### src/hw/msd_pkg.sv
// memory space decoder constants and select encodings
package msd_pkg;
    localparam int PADDR_W = 15;
    localparam int XADDR_W = 16;
    localparam int IADDR_W = 8;
    localparam int DATA_W = 8;
    // program space
    localparam logic [15:0] PROG_LO = 16'h0000;
    localparam logic [15:0] PROG_HI = 16'h7FFF;
    localparam logic [15:0] VEC_LO = 16'h0000;
    localparam logic [15:0] VEC_HI = 16'h00FF;
    localparam logic [15:0] CTRLBITS_LO = 16'h7F00;
    localparam logic [15:0] CTRLBITS_HI = 16'h7FFF;
    // external data space
    localparam logic [15:0] EXTRAM_LO = 16'h0000;
    localparam logic [15:0] EXTRAM_HI = 16'h0EF7;
    localparam logic [15:0] MULDIV_LO = 16'h0EF8;
    localparam logic [15:0] MULDIV_HI = 16'h0FD7;
    localparam logic [15:0] CONV_LO = 16'h0FD8;
    localparam logic [15:0] CONV_HI = 16'h0FFF;
    localparam logic [15:0] XCTL_LO = 16'h4020;
    localparam logic [15:0] XCTL_HI = 16'h40FF;
    // internal data space
    localparam logic [7:0] BANK_HI = 8'h1F;
    localparam logic [7:0] INTRAM_LO = 8'h20;
    localparam logic [7:0] INTRAM_HI = 8'h7F;
    localparam logic [7:0] BITADR_HI = 8'h2F;
    localparam logic [7:0] UPPER_LO = 8'h80;
    localparam int BANK_REGS = 8;
    localparam int BANK_SEL_W = 2;
    localparam int REG_SEL_W = 3;

    // external data select, one-hot
    typedef enum logic [4:0] {
        XSEL_NONE = 5'h01,
        XSEL_RAM = 5'h02,
        XSEL_MULDIV = 5'h04,
        XSEL_CONV = 5'h08,
        XSEL_CTRL = 5'h10
    } msd_xsel_t;

    // internal data select, one-hot
    typedef enum logic [3:0] {
        ISEL_BANK = 4'h1,
        ISEL_RAM = 4'h2,
        ISEL_UPRAM = 4'h4,
        ISEL_SPECREG = 4'h8
    } msd_isel_t;
endpackage : msd_pkg

### src/hw/msd_decoder.sv
// memory space decoder with snapshot low-byte capture
`timescale 1ns/10ps
module msd_decoder #(
    parameter int SNAP_N = 4
) (
    input wire logic clk,
    input wire logic resetn,
    // program fetch
    input wire logic pfetch_valid,
    input wire logic [msd_pkg::PADDR_W-1:0] pfetch_addr,
    output logic pf_flash_sel_q,
    output logic pf_vector_q,
    output logic pf_ctrlbits_q,
    // external data access (external-move class only)
    input wire logic xmove_valid,
    input wire logic xmove_write,
    input wire logic [msd_pkg::XADDR_W-1:0] xmove_addr,
    input wire logic [msd_pkg::DATA_W-1:0] xmove_rdata_in,
    output logic [4:0] xsel_q,
    output logic xwrite_en_q,
    output logic [msd_pkg::DATA_W-1:0] xrdata_q,
    // internal data access
    input wire logic iacc_valid,
    input wire logic iacc_indirect,
    input wire logic [msd_pkg::IADDR_W-1:0] iacc_addr,
    output logic [3:0] isel_q,
    output logic [msd_pkg::BANK_SEL_W-1:0] ibank_q,
    output logic [msd_pkg::REG_SEL_W-1:0] ireg_q,
    output logic ibitaddr_ok_q,
    // snapshot registers: high/low byte read strobes and live values
    input wire logic [SNAP_N-1:0] snap_hi_rd,
    input wire logic [SNAP_N-1:0] snap_lo_rd,
    input wire logic [SNAP_N*16-1:0] snap_live,
    output logic [msd_pkg::DATA_W-1:0] snap_rdata_q
);

    function automatic msd_pkg::msd_xsel_t xdecode(
        input logic [15:0] a
    );
        if (a <= msd_pkg::EXTRAM_HI)
            xdecode = msd_pkg::XSEL_RAM;
        else if (a >= msd_pkg::MULDIV_LO && a <= msd_pkg::MULDIV_HI)
            xdecode = msd_pkg::XSEL_MULDIV;
        else if (a >= msd_pkg::CONV_LO && a <= msd_pkg::CONV_HI)
            xdecode = msd_pkg::XSEL_CONV;
        else if (a >= msd_pkg::XCTL_LO && a <= msd_pkg::XCTL_HI)
            xdecode = msd_pkg::XSEL_CTRL;
        else
            xdecode = msd_pkg::XSEL_NONE;
    endfunction : xdecode

    function automatic msd_pkg::msd_isel_t idecode(
        input logic [7:0] a,
        input logic indirect
    );
        if (a <= msd_pkg::BANK_HI)
            idecode = msd_pkg::ISEL_BANK;
        else if (a <= msd_pkg::INTRAM_HI)
            idecode = msd_pkg::ISEL_RAM;
        else if (indirect)
            idecode = msd_pkg::ISEL_UPRAM;
        else
            idecode = msd_pkg::ISEL_SPECREG;
    endfunction : idecode

    logic [15:0] paddr_ext;
    msd_pkg::msd_xsel_t xsel_d;
    msd_pkg::msd_isel_t isel_d;
    // one captured low byte per snapshot register
    logic [msd_pkg::DATA_W-1:0] snap_lo_q [SNAP_N];

    assign paddr_ext = {1'b0, pfetch_addr};
    assign xsel_d = xdecode(xmove_addr);
    assign isel_d = idecode(iacc_addr, iacc_indirect);

    // program space: the whole 15-bit range lands in flash
    always_ff @(posedge clk) begin
        if (!resetn) begin
            pf_flash_sel_q <= 1'b0;
            pf_vector_q <= 1'b0;
            pf_ctrlbits_q <= 1'b0;
        end else begin
            pf_flash_sel_q <= pfetch_valid
                && paddr_ext <= msd_pkg::PROG_HI;
            pf_vector_q <= pfetch_valid
                && paddr_ext <= msd_pkg::VEC_HI;
            pf_ctrlbits_q <= pfetch_valid
                && paddr_ext >= msd_pkg::CTRLBITS_LO;
        end
    end

    // external space is only driven by the external-move strobe
    always_ff @(posedge clk) begin
        if (!resetn) begin
            xsel_q <= msd_pkg::XSEL_NONE;
            xwrite_en_q <= 1'b0;
            xrdata_q <= '0;
        end else begin
            xsel_q <= xmove_valid ? xsel_d : msd_pkg::XSEL_NONE;
            // unmapped writes are dropped, unmapped reads return zero
            xwrite_en_q <= xmove_valid && xmove_write
                && xsel_d != msd_pkg::XSEL_NONE;
            xrdata_q <= (xmove_valid && !xmove_write
                && xsel_d != msd_pkg::XSEL_NONE)
                ? xmove_rdata_in : '0;
        end
    end

    // internal space decode, 8-bit address covers all 256 locations
    always_ff @(posedge clk) begin
        if (!resetn) begin
            isel_q <= '0;
            ibank_q <= '0;
            ireg_q <= '0;
            ibitaddr_ok_q <= 1'b0;
        end else begin
            isel_q <= iacc_valid ? isel_d : 4'h0;
            ibank_q <= iacc_addr[4:3];
            ireg_q <= iacc_addr[2:0];
            ibitaddr_ok_q <= iacc_valid && iacc_addr >= msd_pkg::INTRAM_LO
                && iacc_addr <= msd_pkg::BITADR_HI;
        end
    end

    // low byte is frozen on the high read so the pair stays coherent
    // even while the live counter keeps moving between the two reads
    for (genvar g = 0; g < SNAP_N; g++) begin : g_snap
        always_ff @(posedge clk) begin
            if (!resetn)
                snap_lo_q[g] <= '0;
            else if (snap_hi_rd[g])
                snap_lo_q[g] <= snap_live[g*16 +: 8];
        end
    end

    // a low read presumes the high read came first
    always_ff @(posedge clk) begin
        if (!resetn) begin
            snap_rdata_q <= '0;
        end else begin
            snap_rdata_q <= '0;
            for (int i = 0; i < SNAP_N; i++) begin
                if (snap_hi_rd[i])
                    snap_rdata_q <= snap_live[i*16+8 +: 8];
                else if (snap_lo_rd[i])
                    snap_rdata_q <= snap_lo_q[i];
            end
        end
    end

    ram_sel_a: assert property (@(posedge clk)
        disable iff (!resetn)
        xmove_valid && xmove_addr <= msd_pkg::EXTRAM_HI
        |=> xsel_q == msd_pkg::XSEL_RAM)
        else $error("external ram not selected");
    muldiv_sel_a: assert property (@(posedge clk)
        disable iff (!resetn)
        xmove_valid && xmove_addr >= msd_pkg::MULDIV_LO
        && xmove_addr <= msd_pkg::MULDIV_HI
        |=> xsel_q == msd_pkg::XSEL_MULDIV)
        else $error("mul div space not selected");
    conv_sel_a: assert property (@(posedge clk)
        disable iff (!resetn)
        xmove_valid && xmove_addr >= msd_pkg::CONV_LO
        && xmove_addr <= msd_pkg::CONV_HI
        |=> xsel_q == msd_pkg::XSEL_CONV)
        else $error("converter area not selected");
    ctrl_sel_a: assert property (@(posedge clk)
        disable iff (!resetn)
        xmove_valid && xmove_addr >= msd_pkg::XCTL_LO
        && xmove_addr <= msd_pkg::XCTL_HI
        |=> xsel_q == msd_pkg::XSEL_CTRL)
        else $error("control space not selected");
    unmapped_zero_a: assert property (@(posedge clk)
        disable iff (!resetn)
        xsel_q == msd_pkg::XSEL_NONE |-> xrdata_q == '0 && !xwrite_en_q)
        else $error("unmapped access had an effect");
    no_xmove_a: assert property (@(posedge clk)
        disable iff (!resetn)
        !xmove_valid |=> xsel_q == msd_pkg::XSEL_NONE)
        else $error("external space hit without external move");
    upper_ind_a: assert property (@(posedge clk)
        disable iff (!resetn)
        iacc_valid && iacc_addr[7] && iacc_indirect
        |=> isel_q == msd_pkg::ISEL_UPRAM)
        else $error("indirect upper access missed ram");
    upper_dir_a: assert property (@(posedge clk)
        disable iff (!resetn)
        iacc_valid && iacc_addr[7] && !iacc_indirect
        |=> isel_q == msd_pkg::ISEL_SPECREG)
        else $error("direct upper access missed special register");
    bank_sel_a: assert property (@(posedge clk)
        disable iff (!resetn)
        iacc_valid && iacc_addr <= msd_pkg::BANK_HI
        |=> isel_q == msd_pkg::ISEL_BANK
        && ibank_q == $past(iacc_addr[4:3]))
        else $error("register bank decode wrong");
    vec_area_a: assert property (@(posedge clk)
        disable iff (!resetn)
        pfetch_valid |=> pf_flash_sel_q
        && pf_vector_q == ($past(paddr_ext) <= msd_pkg::VEC_HI))
        else $error("vector area flag wrong");
    ctrl_bits_a: assert property (@(posedge clk)
        disable iff (!resetn)
        pfetch_valid |=> pf_ctrlbits_q
        == ($past(paddr_ext) >= msd_pkg::CTRLBITS_LO))
        else $error("control bits flag wrong");
    idle_isel_a: assert property (@(posedge clk)
        disable iff (!resetn)
        !iacc_valid |=> isel_q == '0)
        else $error("internal select active while idle");
    bit_area_a: assert property (@(posedge clk)
        disable iff (!resetn)
        iacc_valid && iacc_addr >= msd_pkg::INTRAM_LO
        && iacc_addr <= msd_pkg::BITADR_HI |=> ibitaddr_ok_q)
        else $error("bit addressable area missed");
    snap_idle_a: assert property (@(posedge clk)
        disable iff (!resetn)
        snap_hi_rd == '0 && snap_lo_rd == '0 |=> snap_rdata_q == '0)
        else $error("snapshot data without a read");
    snap_pair_a: assert property (@(posedge clk)
        disable iff (!resetn)
        snap_hi_rd[0] ##1 (!snap_hi_rd[0] && snap_lo_rd[0])
        |=> snap_rdata_q == $past(snap_live[7:0], 2))
        else $error("snapshot low byte not captured");
endmodule : msd_decoder

### config.mk
export PLATFORM = sky130hd
export DESIGN_NAME = msd_decoder
export DESIGN_NICKNAME = d
export VERILOG_FILES = /design/src/hw/msd_pkg.sv /design/src/hw/msd_decoder.sv
export SDC_FILE = /design/constraint.sdc
export NUM_CORES = 1
export LEC_CHECK = 0
export BUFFER_PORTS_ARGS = -buffer_cell sky130_fd_sc_hd__buf_2
export CAP_MARGIN = 40
export CORE_ASPECT_RATIO = 2
export CORE_UTILIZATION = 39
export CTS_CLUSTER_SIZE = 10
export DETAILED_ROUTE_END_ITERATION = 16
export GPL_ROUTABILITY_DRIVEN = 0
export GPL_TIMING_DRIVEN = 0
export PLACE_DENSITY = 0.79
export SYNTH_ARGS = -nofsm -noshare
export SYNTH_HDL_FRONTEND = slang
export SYNTH_SLANG_ARGS = --single-unit
export TNS_END_PERCENT = 1
### constraint.sdc
create_clock -name clk -period 1.8 [get_ports clk]
set_clock_uncertainty 0.2 [all_clocks]
set_input_delay 0.45 -clock clk [delete_from_list [all_inputs] [get_ports clk]]
set_output_delay 0.45 -clock clk [all_outputs]
set_load 0.01 [all_outputs]
# == Yosys cells after proc, flatten, opt, wreduce, memory -nomap -nowiden ==
# Memory sizes are Yosys's and may differ from the RTL's.
# Index checks and enable logic that the tools add are counted.
# word_totals
regBits,35
latchBits,0
mem_bits_rw,32
romBits,0
output_inout_bits,35
word_cells,85
n_memories,1
# classes
addsub,0
mul,0
div,0
n_lt_le_gt_ge,14
n_eq_ne,1
n_shift,0
mux,32
bitwise,6
reduce_logical,18
# memory_table
name,words,width,rd,rd_ports_with_merged_regs,write_ports,line,rtl
snap_lo_q,4,8,4,0,4,msd_decoder.sv:70,logic [msd_pkg::DATA_W-1:0] snap_lo_q [SNAP_N];
# op_table
cell,count
8-bit 2-to-1 mux,12
"16-bit by 12-bit <= comparator with 1-bit output, second input constant",3
"16-bit by 12-bit >= comparator with 1-bit output, second input constant",2
5-bit 2-to-1 mux,4
"16-bit by 15-bit >= comparator with 1-bit output, second input constant",1
"16-bit by 15-bit <= comparator with 1-bit output, second input constant",1
"15-bit >= comparator, second input constant",1
"15-bit <= comparator, second input constant",1
"15-bit by 8-bit <= comparator with 1-bit output, second input constant",1
1-bit 2-to-1 mux,14
1-bit logical AND,12
"8-bit by 6-bit >= comparator with 1-bit output, second input constant",1
"8-bit by 5-bit <= comparator with 1-bit output, second input constant",1
"8-bit by 6-bit <= comparator with 1-bit output, second input constant",1
"8-bit by 7-bit <= comparator with 1-bit output, second input constant",1
2-bit AND reduction,3
"5-bit by 1-bit inequality test with 1-bit output, second input constant",1
4-bit 2-to-1 mux,1
1-bit bitwise OR,4
4-bit OR reduction,1
3-bit OR reduction,1
2-bit 2-to-1 mux,1
1-bit inverter,2
1-bit zero test,1

# == Depth between registers and ports, before layout ==
# depth
depth_word,9
depth_mapped,6

# == Worst setup path before layout ==
# OpenSTA, ideal clock, no wires.
# synth_path
kind,input port to flip-flop
from,input port xmove_addr[13] in the netlist's numbering
to,register xrdata_q[0] in the netlist's numbering
setup_time_ps,75
arrival_time_ps,1498
required_time_ps,1525
setup_slack_ps,27
stages,5
n_path_buf,1
path_cell_list,or3_1 > or2_1 > a21o_1 > buf_6 > nor3b_2
# synth_between
elab_chain_cells,9
elab_cells_between_ends,17
classes_between,7 x order compare; 1 x eq/ne; 4 x mux; 5 x reduce/logical
# synth_lines
item,line,rtl
"start, declared",msd_decoder.sv:17,"input wire logic [msd_pkg::XADDR_W-1:0] xmove_addr,"
16-bit by 15-bit >= comparator with 1-bit output or 16-bit by 15-bit <= comparator with 1-bit output (tied branches),msd_decoder.sv:46,else if (a >= msd_pkg::XCTL_LO && a <= msd_pkg::XCTL_HI)
1-bit logical AND,msd_decoder.sv:46,
5-bit 2-to-1 mux,msd_decoder.sv:46,
5-bit 2-to-1 mux,msd_decoder.sv:44,else if (a >= msd_pkg::CONV_LO && a <= msd_pkg::CONV_HI)
5-bit 2-to-1 mux,msd_decoder.sv:42,else if (a >= msd_pkg::MULDIV_LO && a <= msd_pkg::MULDIV_HI)
5-bit 2-to-1 mux (*),msd_decoder.sv:40,if (a <= msd_pkg::EXTRAM_HI)
5-bit by 1-bit inequality test with 1-bit output (*),msd_decoder.sv:104,&& xsel_d != msd_pkg::XSEL_NONE)
1-bit logical AND (*),msd_decoder.sv:104,
2-bit AND reduction (no line) (*),n/a,
"end signal, assigned",msd_decoder.sv:103,xrdata_q <= (xmove_valid && !xmove_write
"end, declared",msd_decoder.sv:21,"output logic [msd_pkg::DATA_W-1:0] xrdata_q,"
# Mark *: on every way between the ends. The rest lies on a longest branch, timed or not.
# A chain may end at the register's enable or synchronous reset.

# == Worst setup path after layout ==
# layout_path
from,input port snap_lo_rd[1]
to,register snap_rdata_q[7] in the netlist's numbering
# layout_between
elab_chain_cells,6
# layout_lines
item,line,rtl
"start, declared",msd_decoder.sv:32,"input wire logic [SNAP_N-1:0] snap_lo_rd,"
8-bit 2-to-1 mux,msd_decoder.sv:145,else if (snap_lo_rd[i])
8-bit 2-to-1 mux,msd_decoder.sv:143,if (snap_hi_rd[i])
8-bit 2-to-1 mux,msd_decoder.sv:145,
8-bit 2-to-1 mux,msd_decoder.sv:143,
8-bit 2-to-1 mux,msd_decoder.sv:145,
8-bit 2-to-1 mux,msd_decoder.sv:143,
"end signal, assigned",msd_decoder.sv:144,snap_rdata_q <= snap_live[i*16+8 +: 8];
"end signal, assigned",msd_decoder.sv:146,snap_rdata_q <= snap_lo_q[i];
"end, declared",msd_decoder.sv:34,output logic [msd_pkg::DATA_W-1:0] snap_rdata_q
# No other way between the ends.

==> results_dict.tcl <==
set metrics [dict create \
    status "finished, final reports clean" \
    yosysMostFrequentCell "dfxtp_1" \
    p_leak_nw 1.868 \
    grt_use_total_pct 22.39 \
    firstDrtPassIters 4 \
    cp-end-kind "flip-flop" \
    die_h_um 121.4 \
    critPathMaxStageDelay_ps 300 \
    die_x_um 61.70 \
    critPathLaunchType "input port" \
    fin_cells 502 \
    synthCells 248 \
    grt_pass1_wl_um 11780 \
    vias 2628 \
    final_antenna_net_count 0 \
    path_max_fanout 8 \
    tns_ps 0 \
    postCtsSetupBuffers 0 \
    core.rowCount 43 \
    io_buffers 146 \
    synth_area_leaders "edfxtp_1, dfxtp_1, and3_1, nor3b_2, a221oi_1" \
    fmaxAchievable_mhz 574.1 \
    wl_um 8110 \
    cts.htree.levels 3 \
    cts_tree "yes" \
    period_share_pct 96.77 \
    dp_slack_ps -274.0 \
    cts.path.max_buffers 2 \
    vdd.ir_drop.worst_mv 0.5892 \
    yosysSeqAreaShare_pct 59.77 \
    power_density_nw_per_um2 997.7 \
    cts_num_sinks 67 \
    hold_viol_final 0 \
    yosysTopAreaCell "edfxtp_1" \
    critPathBufInv 2 \
    rsz0062_at_grt "no" \
    synth_area_um2 2780 \
    via_per_inst 5.235 \
    area.growth.synth_to_final_pct 42.12 \
    design.core.area_um2 6887 \
    crit_required_ps 1810 \
    tightest_slew_ps 599.0 \
    crit_path_top_delay_cell "a221oi_1" \
    cap_violations 0 \
    antenna_found_initial 2 \
    cts.clk_slew.worst_paths_ps 50 \
    grt_max_degree 12 \
    grt_pass1_vias 2640 \
    insertion_delay_ps 320 \
    pin_count 161 \
    max_slew_margin_pct 60.07 \
    dieArea_um2 7490 \
    grt_overflow 0 \
    cts_buffers 9 \
    ys.flop_type "dfxtp_1" \
    fin_ws_ps 58.21 \
    syn-num-nets 374 \
    syn_avg_cell_area_um2 11.21 \
    root_buffer "clkbuf_16" \
    dpl.hpwl_um 6273 \
    drt-initial-drc-count 140 \
    ys_seq_elements 67 \
    yosys-top-cells-count "dfxtp_1, and3_1, edfxtp_1" \
    yosys_warnings 0 \
    crit_family "compound AO/OA/AOI/OAI gates" \
    synth_edf_count 32 \
    synth.distinct_cells 41 \
    initial_core_util_pct 40.37 \
    hold_slack_ps 93.66 \
    wl_per_cell_um 16.16 \
    slew_viol_final 0 \
    fin_area_um2 3951 \
    setup_viol 0 \
    min_period_ps 1742 \
    synthDominantCellAreaShare_pct 34.56 \
    async_flop_share_pct 0 \
    placed_area_um2 3623 \
    drive_gt1_share_pct 43.17 \
    worstHoldPathType "in -> reg" \
    crit_chain "buf_2 -> or2_2 -> clkbuf_1 -> a221oi_1 -> o21ai_1 -> a22o_1" \
    dp.cells 484 \
    route.detailed.drc 0 \
    cp_data_arrival_time_ps 1750 \
    nets 531 \
    critPathKind "in -> reg" \
]
==> logic make-up (layout without fill, tap and decap cells) <==
| family | count (synthesis) | after routing | share of synthesized area [%] |
|---|---|---|---|
| compound gates | 59 | 59 | 15.26 |
| buf+inv | 26 | 188 | 4.095 |
| flops | 67 | 67 | 59.77 |
| other cells | 0 | 2 | 0 |
| simple gates | 96 | 96 | 20.88 |
==> report_power, final <==
part / switching (mW) / internal (mW) / total (mW)
sequential: 0.0297 / 1.69 / 1.72
combinational: 0.210 / 0.191 / 0.401
clock: 0.616 / 1.21 / 1.82
total: 0.855 / 3.09 / 3.94
==> registers in the layout (all words and copies together) (netlist names) <==
name,count
pf_vector_q,1
xwrite_en_q,1
ibank_q,2
ibitaddr_ok_q,1
pf_flash_sel_q,1
xsel_q,5
snap_rdata_q,8
xrdata_q,8
pf_ctrlbits_q,1
isel_q,4
ireg_q,3
snap_lo_q,32
==> routing by layer <==
metal	vias up	global-route usage, %	wire (um)
met5	-	0	0
li1	1257	-	-
met1	1195	19.42	2599
met2	152	40.73	4472
met4	0	12.78	364
met3	24	8.102	674
==> final timing paths <==
path,from,to,slack (ps),cells past startpoint
worst max-delay path,snap_lo_rd[1],snap_rdata_q[7],60,6
worst min-delay path,iacc_indirect,isel_q[3],90,2
worst max register to register,snap_lo_q[0][5],snap_rdata_q[5],390,3
worst min register to register,snap_lo_q[2][4],snap_rdata_q[4],430,3
==> placed cells by master (no fill, tap or decap), drive strengths merged, types with 4 or more instances in the layout <==
master | Yosys | final
nand3 | 5 | 5
inv | 5 | 5
nor3b | 8 | 8
a221oi | 11 | 11
clkbuf | 11 | 22
nor2 | 12 | 12
nor2b | 4 | 4
a22oi | 5 | 5
a22o | 5 | 5
nor4 | 4 | 4
and2 | 6 | 6
nand2 | 14 | 14
dfxtp | 35 | 35
buf | 7 | 153
o22ai | 13 | 13
o21ai | 13 | 13
and3 | 33 | 33
clkinv | 3 | 5
edfxtp | 32 | 32
==> metrics by stage <==
| stage | total power [mW] | util, % |
|---|---|---|
| finish | 3.942 | 57.38 |
| global route | 4.070 | 57.38 |
| CTS | 3.942 | 57.12 |
| detailed placement | 2.137 | 52.62 |
| global placement | 2.123 | 52.62 |
| floorplan | 1.923 | - |
==> repair_timing <==
| action | CTS | global route |
|---|---|---|
| setup endpoints to repair | 0 | 3 |
| hold buffers | 0 | 0 |
| resized for setup | 0 | 3 |
==> cell type report <==
class | instances | area [um^2]
multi-input combinational | 155 | 1017
inverter | 8 | 30.03
tap | 90 | 112.6
antenna | 2 | 5.005
clock buffer | 11 | 232.7
sequential | 67 | 1662
clock inverter | 5 | 77.57
buffer | 18 | 83.83
fill | 639 | 2935
timing repair buffer | 146 | 730.7
==> worst register-to-register path, stage by stage, from the launching register on <==
cell and delay (ps):
edfxtp_1 370, a221oi_1 360, o21ai_0 170, a22o_1 210
(Power assumes the default switching activity.)
